===== src/design/jtag_tap_regs.svh =====
// constants for the four-wire test access port
`ifndef JTAG_TAP_REGS_SVH
`define JTAG_TAP_REGS_SVH
`define TAP_IR_W 3
`define TAP_DBG_W 10
`define TAP_PROG_W 3
`define TAP_IR_EXTEST 3'h0
`define TAP_IR_SAMPLE 3'h1
`define TAP_IR_DEBUG 3'h2
`define TAP_IR_BYPASS 3'h3
`define TAP_IR_PROG 3'h4
`define TAP_IR_RSVD 3'h6
`define TAP_IR_CAPTURE 3'h1
`define TAP_FIFO_DEPTH 8
`define TAP_TCK_MIN_DIV 8
`define TAP_RESET_TMS_EDGES 3'h5
`define TAP_EN_RESET 1'h1
`endif


===== src/design/jtag_tap_pkg.sv =====
// types for the four-wire test access port
package jtag_tap_pkg;
   typedef enum logic [3:0] {
      ST_EXIT2_DR = 4'h0, ST_EXIT1_DR = 4'h1, ST_SHIFT_DR = 4'h2, ST_PAUSE_DR = 4'h3,
      ST_SEL_IR = 4'h4, ST_UPDATE_DR = 4'h5, ST_CAPTURE_DR = 4'h6, ST_SEL_DR = 4'h7,
      ST_EXIT2_IR = 4'h8, ST_EXIT1_IR = 4'h9, ST_SHIFT_IR = 4'ha, ST_PAUSE_IR = 4'hb,
      ST_IDLE = 4'hc, ST_UPDATE_IR = 4'hd, ST_CAPTURE_IR = 4'he, ST_RESET = 4'hf
   } tap_state_e;
   typedef enum logic [1:0] {
      PATH_BYPASS = 2'h0,
      PATH_DEBUG = 2'h1,
      PATH_PROG = 2'h2
   } dr_path_e;
endpackage : jtag_tap_pkg


===== src/design/jtag_tap_controller.sv =====
// test access port controller with response fifo
//
// Function
// - tdo changes on falling tck only, only in shift states, lsb first
// - host sends tdi lsb first; sampled on rising tck
// - with tck stopped low and the port enabled, state, instruction and shift registers hold outside test-logic-reset; the response fifo still fills
// - tms sampled on each rising tck chooses the next state
// - port serves pins after reset; enable bit 0 frees the pins
// - reset enters test-logic-reset with bypass code in instruction latch
// - five high tms samples reach test-logic-reset from any state
// - stays in test-logic-reset while tms sampled high
// - one low tms goes to idle; three highs return to reset
// - capture-ir loads 001 into the instruction shift register
// - shift-ir shifts 3-bit register toward tdo taking tdi in
// - update-ir loads instruction latch on falling tck; test-logic-reset and disable load the bypass code; else it holds
// - new instruction is decoded to choose the data path and length
// - 011/101/111 bypass, 010 debug 10 bits, 100 program 3 bits
// - codes 000 and 001 leave the data path selection unchanged
// - bypass puts one bit between tdi and tdo in shift-dr
// - update-dr latches shifted data to the debug or program buffer and reloads the shift register; debug reloads from the fifo only when it holds a word
`timescale 1ns/1ns
`include "jtag_tap_regs.svh"

module tap_fifo #(
   parameter int WIDTH = 10,
   parameter int DEPTH = 8
) (
   // clock and reset
   input wire logic clk_i,
   input wire logic nrst_i,
   // fill side
   input wire logic in_valid_i,
   output logic in_ready_o,
   input wire logic [WIDTH-1:0] in_data_i,
   // drain side
   output logic out_valid_o,
   input wire logic out_ready_i,
   output logic [WIDTH-1:0] out_data_o
);
   localparam int AW = $clog2(DEPTH);
   logic [WIDTH-1:0] mem_q [DEPTH];
   logic [AW:0] wr_q, wr_d, rd_q, rd_d;
   logic push, pop;

   assign in_ready_o = (wr_q - rd_q) != (AW + 1)'(DEPTH);
   assign out_valid_o = wr_q != rd_q;
   assign out_data_o = mem_q[rd_q[AW-1:0]];
   assign push = in_valid_i && in_ready_o;
   assign pop = out_valid_o && out_ready_i;

   always_comb begin
      wr_d = push ? wr_q + 1'b1 : wr_q;
      rd_d = pop ? rd_q + 1'b1 : rd_q;
   end

   always_ff @(posedge clk_i) begin
      if (!nrst_i) begin
         wr_q <= '0;
         rd_q <= '0;
      end else begin
         wr_q <= wr_d;
         rd_q <= rd_d;
      end
      if (push) begin
         mem_q[wr_q[AW-1:0]] <= in_data_i;
      end
   end
endmodule : tap_fifo

module jtag_tap_controller (
   // system clock and reset
   input wire logic clk_i,
   input wire logic nrst_i,
   // port enable bit of the system control register
   input wire logic tap_en_i,
   output logic pins_tap_o,
   // test pins
   input wire logic tck_i,
   input wire logic tms_i,
   input wire logic tdi_i,
   output logic tdo_o,
   output logic tdo_oe_o,
   // controller view
   output jtag_tap_pkg::tap_state_e tap_state_o,
   output logic [`TAP_IR_W-1:0] instruction_latch_o,
   output jtag_tap_pkg::dr_path_e dr_path_o,
   // debug words to the debug engine
   output logic dbg_cmd_valid_o,
   output logic [`TAP_DBG_W-1:0] dbg_cmd_o,
   // debug answers from the debug engine
   input wire logic rsp_valid_i,
   output logic rsp_ready_o,
   input wire logic [`TAP_DBG_W-1:0] rsp_data_i,
   // programming word
   output logic [`TAP_PROG_W-1:0] prog_data_o
);
   // pin synchronisers
   logic tck_s1_q, tck_s2_q, tck_s3_q, tms_s1_q, tms_s2_q, tdi_s1_q, tdi_s2_q;
   logic tck_rise, tck_fall;

   always_ff @(posedge clk_i) begin
      if (!nrst_i) begin
         tck_s1_q <= 1'h1;
         tck_s2_q <= 1'h1;
         tck_s3_q <= 1'h1;
         tms_s1_q <= 1'h1;
         tms_s2_q <= 1'h1;
         tdi_s1_q <= 1'h1;
         tdi_s2_q <= 1'h1;
      end else begin
         tck_s1_q <= tck_i;
         tck_s2_q <= tck_s1_q;
         tck_s3_q <= tck_s2_q;
         tms_s1_q <= tms_i;
         tms_s2_q <= tms_s1_q;
         tdi_s1_q <= tdi_i;
         tdi_s2_q <= tdi_s1_q;
      end
   end

   // tms and tdi sampled on rising tck, tdo driven on falling tck
   assign tck_rise = tck_s2_q && !tck_s3_q;
   assign tck_fall = !tck_s2_q && tck_s3_q;

   function automatic jtag_tap_pkg::tap_state_e next_state(
      input jtag_tap_pkg::tap_state_e s,
      input logic tms
   );
      jtag_tap_pkg::tap_state_e n;
      n = s;
      unique case (s)
         jtag_tap_pkg::ST_RESET: n = tms ? jtag_tap_pkg::ST_RESET : jtag_tap_pkg::ST_IDLE;
         jtag_tap_pkg::ST_IDLE: n = tms ? jtag_tap_pkg::ST_SEL_DR : jtag_tap_pkg::ST_IDLE;
         jtag_tap_pkg::ST_SEL_DR: n = tms ? jtag_tap_pkg::ST_SEL_IR : jtag_tap_pkg::ST_CAPTURE_DR;
         jtag_tap_pkg::ST_CAPTURE_DR: n = tms ? jtag_tap_pkg::ST_EXIT1_DR : jtag_tap_pkg::ST_SHIFT_DR;
         jtag_tap_pkg::ST_SHIFT_DR: n = tms ? jtag_tap_pkg::ST_EXIT1_DR : jtag_tap_pkg::ST_SHIFT_DR;
         jtag_tap_pkg::ST_EXIT1_DR: n = tms ? jtag_tap_pkg::ST_UPDATE_DR : jtag_tap_pkg::ST_PAUSE_DR;
         jtag_tap_pkg::ST_PAUSE_DR: n = tms ? jtag_tap_pkg::ST_EXIT2_DR : jtag_tap_pkg::ST_PAUSE_DR;
         jtag_tap_pkg::ST_EXIT2_DR: n = tms ? jtag_tap_pkg::ST_UPDATE_DR : jtag_tap_pkg::ST_SHIFT_DR;
         jtag_tap_pkg::ST_UPDATE_DR: n = tms ? jtag_tap_pkg::ST_SEL_DR : jtag_tap_pkg::ST_IDLE;
         jtag_tap_pkg::ST_SEL_IR: n = tms ? jtag_tap_pkg::ST_RESET : jtag_tap_pkg::ST_CAPTURE_IR;
         jtag_tap_pkg::ST_CAPTURE_IR: n = tms ? jtag_tap_pkg::ST_EXIT1_IR : jtag_tap_pkg::ST_SHIFT_IR;
         jtag_tap_pkg::ST_SHIFT_IR: n = tms ? jtag_tap_pkg::ST_EXIT1_IR : jtag_tap_pkg::ST_SHIFT_IR;
         jtag_tap_pkg::ST_EXIT1_IR: n = tms ? jtag_tap_pkg::ST_UPDATE_IR : jtag_tap_pkg::ST_PAUSE_IR;
         jtag_tap_pkg::ST_PAUSE_IR: n = tms ? jtag_tap_pkg::ST_EXIT2_IR : jtag_tap_pkg::ST_PAUSE_IR;
         jtag_tap_pkg::ST_EXIT2_IR: n = tms ? jtag_tap_pkg::ST_UPDATE_IR : jtag_tap_pkg::ST_SHIFT_IR;
         jtag_tap_pkg::ST_UPDATE_IR: n = tms ? jtag_tap_pkg::ST_SEL_DR : jtag_tap_pkg::ST_IDLE;
      endcase
      return n;
   endfunction : next_state

   // response fifo between debug engine and update-dr reload
   logic fifo_valid, fifo_pop;
   logic [`TAP_DBG_W-1:0] fifo_data;

   tap_fifo #(
      .WIDTH(`TAP_DBG_W),
      .DEPTH(`TAP_FIFO_DEPTH)
   ) u_rsp_fifo (
      .clk_i(clk_i),
      .nrst_i(nrst_i),
      .in_valid_i(rsp_valid_i),
      .in_ready_o(rsp_ready_o),
      .in_data_i(rsp_data_i),
      .out_valid_o(fifo_valid),
      .out_ready_i(fifo_pop),
      .out_data_o(fifo_data)
   );

   // controller state
   jtag_tap_pkg::tap_state_e state_q, state_d;
   jtag_tap_pkg::dr_path_e path_q, path_d;
   logic [`TAP_IR_W-1:0] ir_sh_q, ir_sh_d, instr_q, instr_d;
   logic [`TAP_DBG_W-1:0] dr_sh_q, dr_sh_d, dbg_par_q, dbg_par_d;
   logic [`TAP_PROG_W-1:0] prog_par_q, prog_par_d;
   logic tdo_q, tdo_d, oe_q, oe_d, cmd_q, cmd_d, pins_q, pins_d;
   logic in_shift;
   assign in_shift = state_q == jtag_tap_pkg::ST_SHIFT_IR || state_q == jtag_tap_pkg::ST_SHIFT_DR;
   // state, shift and instruction updates wait for a tck edge, except the bypass load in test-logic-reset and the move to reset with bypass on disable
   always_comb begin
      state_d = state_q;
      path_d = path_q;
      ir_sh_d = ir_sh_q;
      instr_d = instr_q;
      dr_sh_d = dr_sh_q;
      dbg_par_d = dbg_par_q;
      prog_par_d = prog_par_q;
      tdo_d = tdo_q;
      oe_d = oe_q;
      cmd_d = 1'h0;
      fifo_pop = 1'h0;
      pins_d = tap_en_i;
      if (!tap_en_i) begin
         state_d = jtag_tap_pkg::ST_RESET;
         instr_d = `TAP_IR_BYPASS;
         path_d = jtag_tap_pkg::PATH_BYPASS;
         oe_d = 1'h0;
      end else begin
         if (state_q == jtag_tap_pkg::ST_RESET) begin
            instr_d = `TAP_IR_BYPASS;
            path_d = jtag_tap_pkg::PATH_BYPASS;
         end
         if (tck_rise) begin
            state_d = next_state(state_q, tms_s2_q);
            if (state_q == jtag_tap_pkg::ST_CAPTURE_IR) begin
               ir_sh_d = `TAP_IR_CAPTURE;
            end
            if (state_q == jtag_tap_pkg::ST_SHIFT_IR) begin
               ir_sh_d = {tdi_s2_q, ir_sh_q[`TAP_IR_W-1:1]};
            end
            if (state_q == jtag_tap_pkg::ST_CAPTURE_DR && path_q == jtag_tap_pkg::PATH_BYPASS) begin
               dr_sh_d = '0;
            end
            if (state_q == jtag_tap_pkg::ST_SHIFT_DR) begin
               unique case (path_q)
                  jtag_tap_pkg::PATH_DEBUG: dr_sh_d = {tdi_s2_q, dr_sh_q[`TAP_DBG_W-1:1]};
                  jtag_tap_pkg::PATH_PROG: begin
                     dr_sh_d = {7'h00, tdi_s2_q, dr_sh_q[`TAP_PROG_W-1:1]};
                  end
                  default: dr_sh_d = {9'h000, tdi_s2_q};
               endcase
            end
         end
         if (tck_fall) begin
            oe_d = in_shift;
            if (state_q == jtag_tap_pkg::ST_SHIFT_IR) begin
               tdo_d = ir_sh_q[0];
            end
            if (state_q == jtag_tap_pkg::ST_SHIFT_DR) begin
               tdo_d = dr_sh_q[0];
            end
            if (state_q == jtag_tap_pkg::ST_UPDATE_IR) begin
               instr_d = ir_sh_q;
               if (ir_sh_q == `TAP_IR_DEBUG) begin
                  path_d = jtag_tap_pkg::PATH_DEBUG;
               end else if (ir_sh_q == `TAP_IR_PROG) begin
                  path_d = jtag_tap_pkg::PATH_PROG;
               end else if (ir_sh_q[0]) begin
                  path_d = ir_sh_q == `TAP_IR_SAMPLE ? path_q : jtag_tap_pkg::PATH_BYPASS;
               end
            end
            if (state_q == jtag_tap_pkg::ST_UPDATE_DR) begin
               if (path_q == jtag_tap_pkg::PATH_DEBUG) begin
                  dbg_par_d = dr_sh_q;
                  cmd_d = 1'h1;
                  fifo_pop = fifo_valid;
                  dr_sh_d = fifo_valid ? fifo_data : dr_sh_q;
               end else if (path_q == jtag_tap_pkg::PATH_PROG) begin
                  prog_par_d = dr_sh_q[`TAP_PROG_W-1:0];
                  dr_sh_d = {7'h00, dr_sh_q[`TAP_PROG_W-1:0]};
               end
            end
         end
      end
   end

   always_ff @(posedge clk_i) begin
      if (!nrst_i) begin
         state_q <= jtag_tap_pkg::ST_RESET;
         path_q <= jtag_tap_pkg::PATH_BYPASS;
         ir_sh_q <= `TAP_IR_CAPTURE;
         instr_q <= `TAP_IR_BYPASS;
         dr_sh_q <= '0;
         dbg_par_q <= '0;
         prog_par_q <= '0;
         tdo_q <= 1'h0;
         oe_q <= 1'h0;
         cmd_q <= 1'h0;
         pins_q <= `TAP_EN_RESET;
      end else begin
         state_q <= state_d;
         path_q <= path_d;
         ir_sh_q <= ir_sh_d;
         instr_q <= instr_d;
         dr_sh_q <= dr_sh_d;
         dbg_par_q <= dbg_par_d;
         prog_par_q <= prog_par_d;
         tdo_q <= tdo_d;
         oe_q <= oe_d;
         cmd_q <= cmd_d;
         pins_q <= pins_d;
      end
   end

   assign pins_tap_o = pins_q;
   assign tdo_o = tdo_q;
   assign tdo_oe_o = oe_q;
   assign tap_state_o = state_q;
   assign instruction_latch_o = instr_q;
   assign dr_path_o = path_q;
   assign dbg_cmd_valid_o = cmd_q;
   assign dbg_cmd_o = dbg_par_q;
   assign prog_data_o = prog_par_q;

   // high tms rise counter for checking
   logic [2:0] tms_hi_q;
   always_ff @(posedge clk_i) begin
      if (!nrst_i || !tap_en_i) begin
         tms_hi_q <= 3'h0;
      end else if (tck_rise) begin
         tms_hi_q <= !tms_s2_q ? 3'h0 : (tms_hi_q == `TAP_RESET_TMS_EDGES ? tms_hi_q : tms_hi_q + 3'h1);
      end
   end

   a_tdo_fall_only: assert property (@(posedge clk_i) disable iff (!nrst_i)
      $changed(tdo_o) |-> $past(tck_fall) && $past(in_shift))
      else $error("tdo moved off a falling tck");
   a_oe_in_shift: assert property (@(posedge clk_i) disable iff (!nrst_i)
      $rose(tdo_oe_o) |-> $past(in_shift) && $past(tck_fall))
      else $error("tdo enabled outside shift");
   a_stopped_hold: assert property (@(posedge clk_i) disable iff (!nrst_i)
      tap_en_i && !tck_rise && !tck_fall && state_q != jtag_tap_pkg::ST_RESET
      |=> $stable(state_q) && $stable(ir_sh_q) && $stable(dr_sh_q) && $stable(instr_q))
      else $error("state moved without a tck edge");
   a_five_high_reset: assert property (@(posedge clk_i) disable iff (!nrst_i)
      tap_en_i && tms_hi_q == `TAP_RESET_TMS_EDGES |-> state_q == jtag_tap_pkg::ST_RESET)
      else $error("five high tms did not reach reset");
   a_reset_bypass: assert property (@(posedge clk_i) disable iff (!nrst_i)
      state_q == jtag_tap_pkg::ST_RESET |=> instr_q == `TAP_IR_BYPASS
      && path_q == jtag_tap_pkg::PATH_BYPASS)
      else $error("reset state without bypass");
   a_capture_ir_value: assert property (@(posedge clk_i) disable iff (!nrst_i)
      tap_en_i && tck_rise && state_q == jtag_tap_pkg::ST_CAPTURE_IR |=> ir_sh_q == 3'h1)
      else $error("capture-ir pattern wrong");
   a_update_ir_load: assert property (@(posedge clk_i) disable iff (!nrst_i)
      tap_en_i && tck_fall && state_q == jtag_tap_pkg::ST_UPDATE_IR
      |=> instr_q == $past(ir_sh_q))
      else $error("instruction latch not loaded");
   a_nop_keeps_path: assert property (@(posedge clk_i) disable iff (!nrst_i)
      tap_en_i && tck_fall && state_q == jtag_tap_pkg::ST_UPDATE_IR && ir_sh_q[2:1] == 2'h0
      |=> $stable(path_q))
      else $error("no-op changed the data path");
   a_bypass_one_bit: assert property (@(posedge clk_i) disable iff (!nrst_i)
      tap_en_i && tck_rise && state_q == jtag_tap_pkg::ST_SHIFT_DR
      && path_q == jtag_tap_pkg::PATH_BYPASS |=> dr_sh_q == {9'h000, $past(tdi_s2_q)})
      else $error("bypass is not one bit");
endmodule : jtag_tap_controller


===== config.mk =====
export PLATFORM = sky130hd
export DESIGN_NAME = jtag_tap_controller
export DESIGN_NICKNAME = d
export VERILOG_FILES = /design/src/design/jtag_tap_pkg.sv /design/src/design/jtag_tap_controller.sv
export VERILOG_INCLUDE_DIRS = /design/src /design/src/design
export SDC_FILE = /design/constraint.sdc
export NUM_CORES = 1
export LEC_CHECK = 0
export BUFFER_PORTS_ARGS = -buffer_cell sky130_fd_sc_hd__buf_2
export CAP_MARGIN = 5
export CORE_MARGIN = 2
export CORE_UTILIZATION = 59
export DETAILED_ROUTE_END_ITERATION = 8
export PLACE_DENSITY = 0.78
export SKIP_CTS_REPAIR_TIMING = 1
export SLEW_MARGIN = 20
export SYNTH_ARGS = -nofsm -noshare
export SYNTH_HDL_FRONTEND = slang
export SYNTH_SLANG_ARGS = --single-unit

===== constraint.sdc =====
create_clock -name clk_i -period 4.8 [get_ports clk_i]
set_clock_uncertainty 0.15 [all_clocks]
set_input_delay 0 -clock clk_i [delete_from_list [all_inputs] [get_ports clk_i]]
set_output_delay 0 -clock clk_i [all_outputs]
set_load 0.005 [all_outputs]

## Word level (Yosys, flattened, before mapping)

Memory sizes are Yosys's and may differ from the RTL's. A register that Yosys moved wholly into a read port is not among the register bits.
Cells that the tools add are included.

| storage, ports and cells | value |
|---|---|
| memories | 1 |
| output and inout port bits | 27 |
| bits in registers | 54 |
| bits in writable memories | 80 |
| input port bits | 17 |

Memories:

| memory | depth | width | read ports | clocked after memory_dff | write ports | line | RTL |
|---|---|---|---|---|---|---|---|
| u_rsp_fifo.mem_q | 8 | 10 | 1 | 1 | 1 | jtag_tap_controller.sv:41 | `logic [WIDTH-1:0] mem_q [DEPTH];` |

| cells by class | value |
|---|---|
| reductions and logical operators | 23 |
| $add $sub $neg | 3 |
| bitwise logic cells | 1 |
| equality and inequality tests | 25 |
| muxes and demuxes | 45 |

Operator list:

| cell | count |
|---|---|
| $mux 10 | 8 |
| $pmux 4 s12 | 1 |
| $mux 3 | 11 |
| $eq 4x4->1 const B | 8 |
| $mux 2 | 13 |
| $pmux 10 s2 | 1 |
| $eq 4x3->1 const B | 4 |
| $ne 4x4->1 const B | 3 |
| $mux 1 | 10 |
| $reduce_and 3->1 | 3 |
| $add 4x1->4 const B | 2 |
| $eq 4x2->1 const B | 2 |
| $reduce_and 4->1 | 2 |
| $ne 6x6->1 const B | 1 |
| $logic_and 1x1->1 | 5 |
| $reduce_and 5->1 | 1 |
| $eq 4x1->1 const B | 1 |
| $logic_not 4->1 | 1 |
| $mux 4 | 1 |
| $ne 4x4->1 | 1 |
| $reduce_and 2->1 | 2 |
| $reduce_bool 2->1 | 2 |
| $reduce_or 2->1 | 2 |
| $sub 4x4->4 | 1 |
| 10 further kinds | 11 |

## Longest topological paths before layout

| logic depth | value |
|---|---|
| depth in word-level cells | 9 |
| depth in mapped cells | 9 |
| depth with buffers taken out | 7 |

## Hierarchy

Synthesis repeated with hierarchy kept, for this count alone.

| unflattened totals | value |
|---|---|
| cells, all modules | 469 |
| area total of the unflattened synthesis | 6,087.1 sq um |

By module, submodules not included:

| module | area an instance (sq um) | times used | cells an instance |
|---|---|---|---|
| tap_fifo | 3,678.5 | 1 | 192 |
| jtag_tap_controller | 2,408.6 | 1 | 277 |

## Least setup slack after synthesis

OpenSTA, ideal clock, no wires.

| timing | value |
|---|---|
| path kind | register -> register |
| start | reg u_rsp_fifo.wr_q[0] |
| end | mem u_rsp_fifo.mem_q[0][0], enable pin |
| path buffers | 2 |
| path slack | 1,234 ps |
| period minus slack after synthesis | 3,566 ps |
| setup time | 404 ps |
| cell stages (with the launch flop) | 10 |
| arrival | 3,012 ps |
| path through | dfxtp_1 > clkbuf_1 > inv_1 > ha_1 > nor2b_2 > xnor2_2 > and4bb_1 > or3b_1 > buf_4 > nor4_1 |

| on the way | value |
|---|---|
| longest elaborated chain between the ends | 5 |

RTL lines:

| item | line | RTL |
|---|---|---|
| start: declaration | jtag_tap_controller.sv:42 | `logic [AW:0] wr_q, wr_d, rd_q, rd_d;` |
| start signal: assignment | jtag_tap_controller.sv:61 | `wr_q <= wr_d;` |
| $sub 4x4->4 | jtag_tap_controller.sv:45 | `assign in_ready_o = (wr_q - rd_q) != (AW + 1)'(DEPTH);` |
| $ne 4x4->1 | jtag_tap_controller.sv:45 |  |
| $logic_and 1x1->1 | jtag_tap_controller.sv:48 | `assign push = in_valid_i && in_ready_o;` |
| $mux 1 | jtag_tap_controller.sv:64 | `if (push) begin` |
| $mux 1 (not written as such) | jtag_tap_controller.sv:65 | `mem_q[wr_q[AW-1:0]] <= in_data_i;` |
| end: declaration | jtag_tap_controller.sv:41 |  |

Parallel ways exist; a longest one is shown, timed or not.

## Worst setup path after layout

| timing | value |
|---|---|
| start | reg u_rsp_fifo.wr_q[0] |
| end | mem u_rsp_fifo.mem_q[4][9], enable pin |

The elaborated chain is that of the path after synthesis.

==> flow_summary.json <==
{
  "antenna_violations_before_repair": 0,
  "numCtsBuffers": 17,
  "timing.max_slew.rel_slack_pct": 26.9,
  "io_buffer_count": 43,
  "path_delay_family": "simple AND/OR/NAND/NOR gates",
  "placer_s_final_routability_congestion_estimate": 0.948,
  "ffs_latches_synth": 137,
  "synth-async-reset-ratio_pct": 0,
  "floorplan.initialDensity_pct": 60.0,
  "clock_tree.htree_level_count": 4,
  "root_buffer": "clkbuf_8",
  "final_antenna_diode_count": 0,
  "leakage_uw": 0.00246,
  "critical_path_arrival_ns": 3.28,
  "drt.antenna.violating_nets": 0,
  "share_of_the_clock_period_used_by_the_worst_path_pct": 66.7,
  "critPathLaunchType": "flip-flop",
  "die_area_um2": 10600,
  "cts-root-to-sink-buffers": 2,
  "grt_max_degree": 28,
  "design.portCount": 44,
  "clk_latency_ns": 0.52,
  "period_needed_ns": 3.20,
  "hold_violations": 0,
  "flow.area_growth_from_synthesis_pct": 20.1,
  "power.ir.vdd_worst_v": 0.000270,
  "crit_buf_inv": 2,
  "layout-drive-gt1-share_pct": 22.3,
  "syn-cell-area_um2": 5790,
  "yosysWarningCount": 0,
  "tritoncts": "done",
  "synth_cell_types": 61,
  "synthesized_area_divided_by_synthesized_cell_count_um2": 13.0,
  "post-synth-top-area-cell": "edfxtp_1",
  "mostFrequentLayoutCell": "edfxtp_1",
  "status": "complete, no violations",
  "first_global_vias": 3584,
  "fillCellCount": 667,
  "synth_top_cell_area_share_pct": 41.5,
  "detail_route.vias_per_cell": 5.86,
  "grt_pass1_wl_mm": 19.4,
  "worst-path-max-fanout": 10,
  "clock.fmax_mhz": 312,
  "detail_route.iter0.violations": 163,
  "synthesis.nets": 472,
  "fin_total_pwr_uw": 2800,
  "track_usage_pct": 25.2,
  "rsz0062_at_grt": "no",
  "critical_path_class": "flip-flop to flip-flop",
  "mostFrequentLayoutCells": "80 x edfxtp_1, 57 x dfxtp_1, 43 x buf_2, 40 x nor2_1, 35 x nand2_1",
  "hpwl_after_detailed_placement_mm": 8.23,
  "critical_path_required_ns": 4.87,
  "design.final.nets": 537,
  "detailedRoute.firstPassIterationCount": 4,
  "maxCapViolations": 0,
  "detail_route.wl_per_cell_um": 19.4,
  "number_of_endpoints_failing_setup_at_the_final_stage": 0,
  "power_density_cells_nw_per_um2": 402,
  "floorplan.rows": 36,
  "fin_setup_tns_ns": 0,
  "final-max-slew-violation-count": 0,
  "synth_seq_area_share_pct": 61.2,
  "synth_enable_flop_cells": 80,
  "fp.dieW_um": 103,
  "grt_remaining_overflow": 0,
  "worstPathCellList": "inv_1 -> ha_1 -> nor2b_2 -> xnor2_2 -> and4bb_1 -> or3b_1 -> nor4b_2 -> buf_4",
  "clkSinkCount": 137,
  "floorplan.core_area_um2": 9640,
  "ys.flop_type": "edfxtp_1",
  "synth.top_cells.by_area": "edfxtp_1 42%, dfxtp_1 20%, mux4_2 7.0%",
  "route.detailed.drc": 0,
  "detailroute.via_count": 3851,
  "worst_hold_path_type": "input port to flip-flop",
  "maximum_single_stage_delay_on_the_critical_path_ns": 0.58,
  "postRouteWirelength_mm": 12.7,
  "fp.dieH_um": 103,
  "timing.critical_path.slowest_stage_cell": "or3b_1",
  "worst-slew-pin-transition_ns": 1.10,
  "clk_pin_slew_ns": 0.06,
  "netlist_instances": 446,
  "element_type_at_the_critical_path_end": "flip-flop"
}
final cells by class:
cell class,instances,area [um2],share of cell area [%]
multi-input combinational,272,2090,30.1
timing repair buffer,71,473,6.81
sequential,137,3540,51.0
clock inverter,15,213,3.06
clock buffer,17,414,5.96
tap,133,166,2.40
inverter,12,45.0,0.648
registers in the layout (all words and copies together), names as in the netlist, 2 cells and up, named ones only:
name	count
u_rsp_fifo.mem_q	80
dbg_cmd_o	10
dr_sh_q	10
tap_state_o	4
u_rsp_fifo.rd_q	4
u_rsp_fifo.wr_q	4
instruction_latch_o	3
ir_sh_q	3
prog_data_o	3
dr_path_o	2
worst reg2reg max path, cell delays in order (launching register included):
cell	delay (ns)
dfxtp_1	0.54
inv_1	0.18
ha_1	0.24
nor2b_2	0.17
xnor2_2	0.17
and4bb_1	0.30
or3b_1	0.58
nor4b_2	0.34
buf_4	0.24
power breakdown:
group	internal [uW]	switching (uW)	leakage, uW
sequential	1270	17.4	0.00119
clock	857	524	0.000309
combinational	51.3	72.6	0.000960
total	2180	614	0.00246
metrics by stage:
| step | cells | hold slack, ns | setup slack (ns) | area (um2) | utilization, % |
|---|---|---|---|---|---|
| global route | 657 | 0.167 | 1.48 | 6950 | 72.1 |
| finish | 657 | 0.158 | 1.60 | 6950 | 72.1 |
| CTS | 638 | -0.503 | 1.60 | 6760 | 70.1 |
| global placement | 606 | 0.0336 | 1.83 | 6130 | 63.6 |
| floorplan | 446 | -0.0511 | 1.23 | 5790 | - |
| detailed placement | 606 | 0.0424 | 1.66 | 6130 | 63.6 |
layer usage:
metal	vias up	wire length, um	track usage, %
met2	142	6550	42.3
met3	28	688	5.22
met1	1868	5190	32.4
li1	1813	-	-
met4	0	292	9.82
met5	-	0	0
worst paths after layout:
kind | startpoint | end | slack, ns | cells after the start
hold / removal | rsp_data_i[6] | u_rsp_fifo.mem_q[0][6] | 0.16 | 2
setup / recovery | u_rsp_fifo.wr_q[0] | u_rsp_fifo.mem_q[4][9] | 1.60 | 8
setup reg to reg | u_rsp_fifo.wr_q[0] | u_rsp_fifo.mem_q[4][9] | 1.60 | 8
hold reg to reg | tms_s1_q | tms_s2_q | 0.25 | 1
cells in the mapped netlist (7+ instances only):
master / count
o21ai_0: 12
mux4_2: 18
nand3_1: 16
nand2_1: 35
nor2_1: 40
inv_1: 11
mux2i_1: 22
clkbuf_1: 12
dfxtp_1: 57
nand2b_1: 14
buf_2: 7
ha_1: 9
a21oi_1: 18
edfxtp_1: 80
a221o_1: 8
kinds of logic (layout without fill, tap and decap cells):
kind of cell | after synthesis | after routing | share of synthesized area (%)
compound gates | 68 | 68 | 8.24
xor+xnor | 5 | 5 | 0.887
fa+ha+maj | 9 | 9 | 1.95
buf+inv | 37 | 115 | 2.81
flops | 137 | 137 | 61.2
mux | 40 | 40 | 10.8
simple gates | 150 | 150 | 14.1
(Power assumes the default switching activity.)
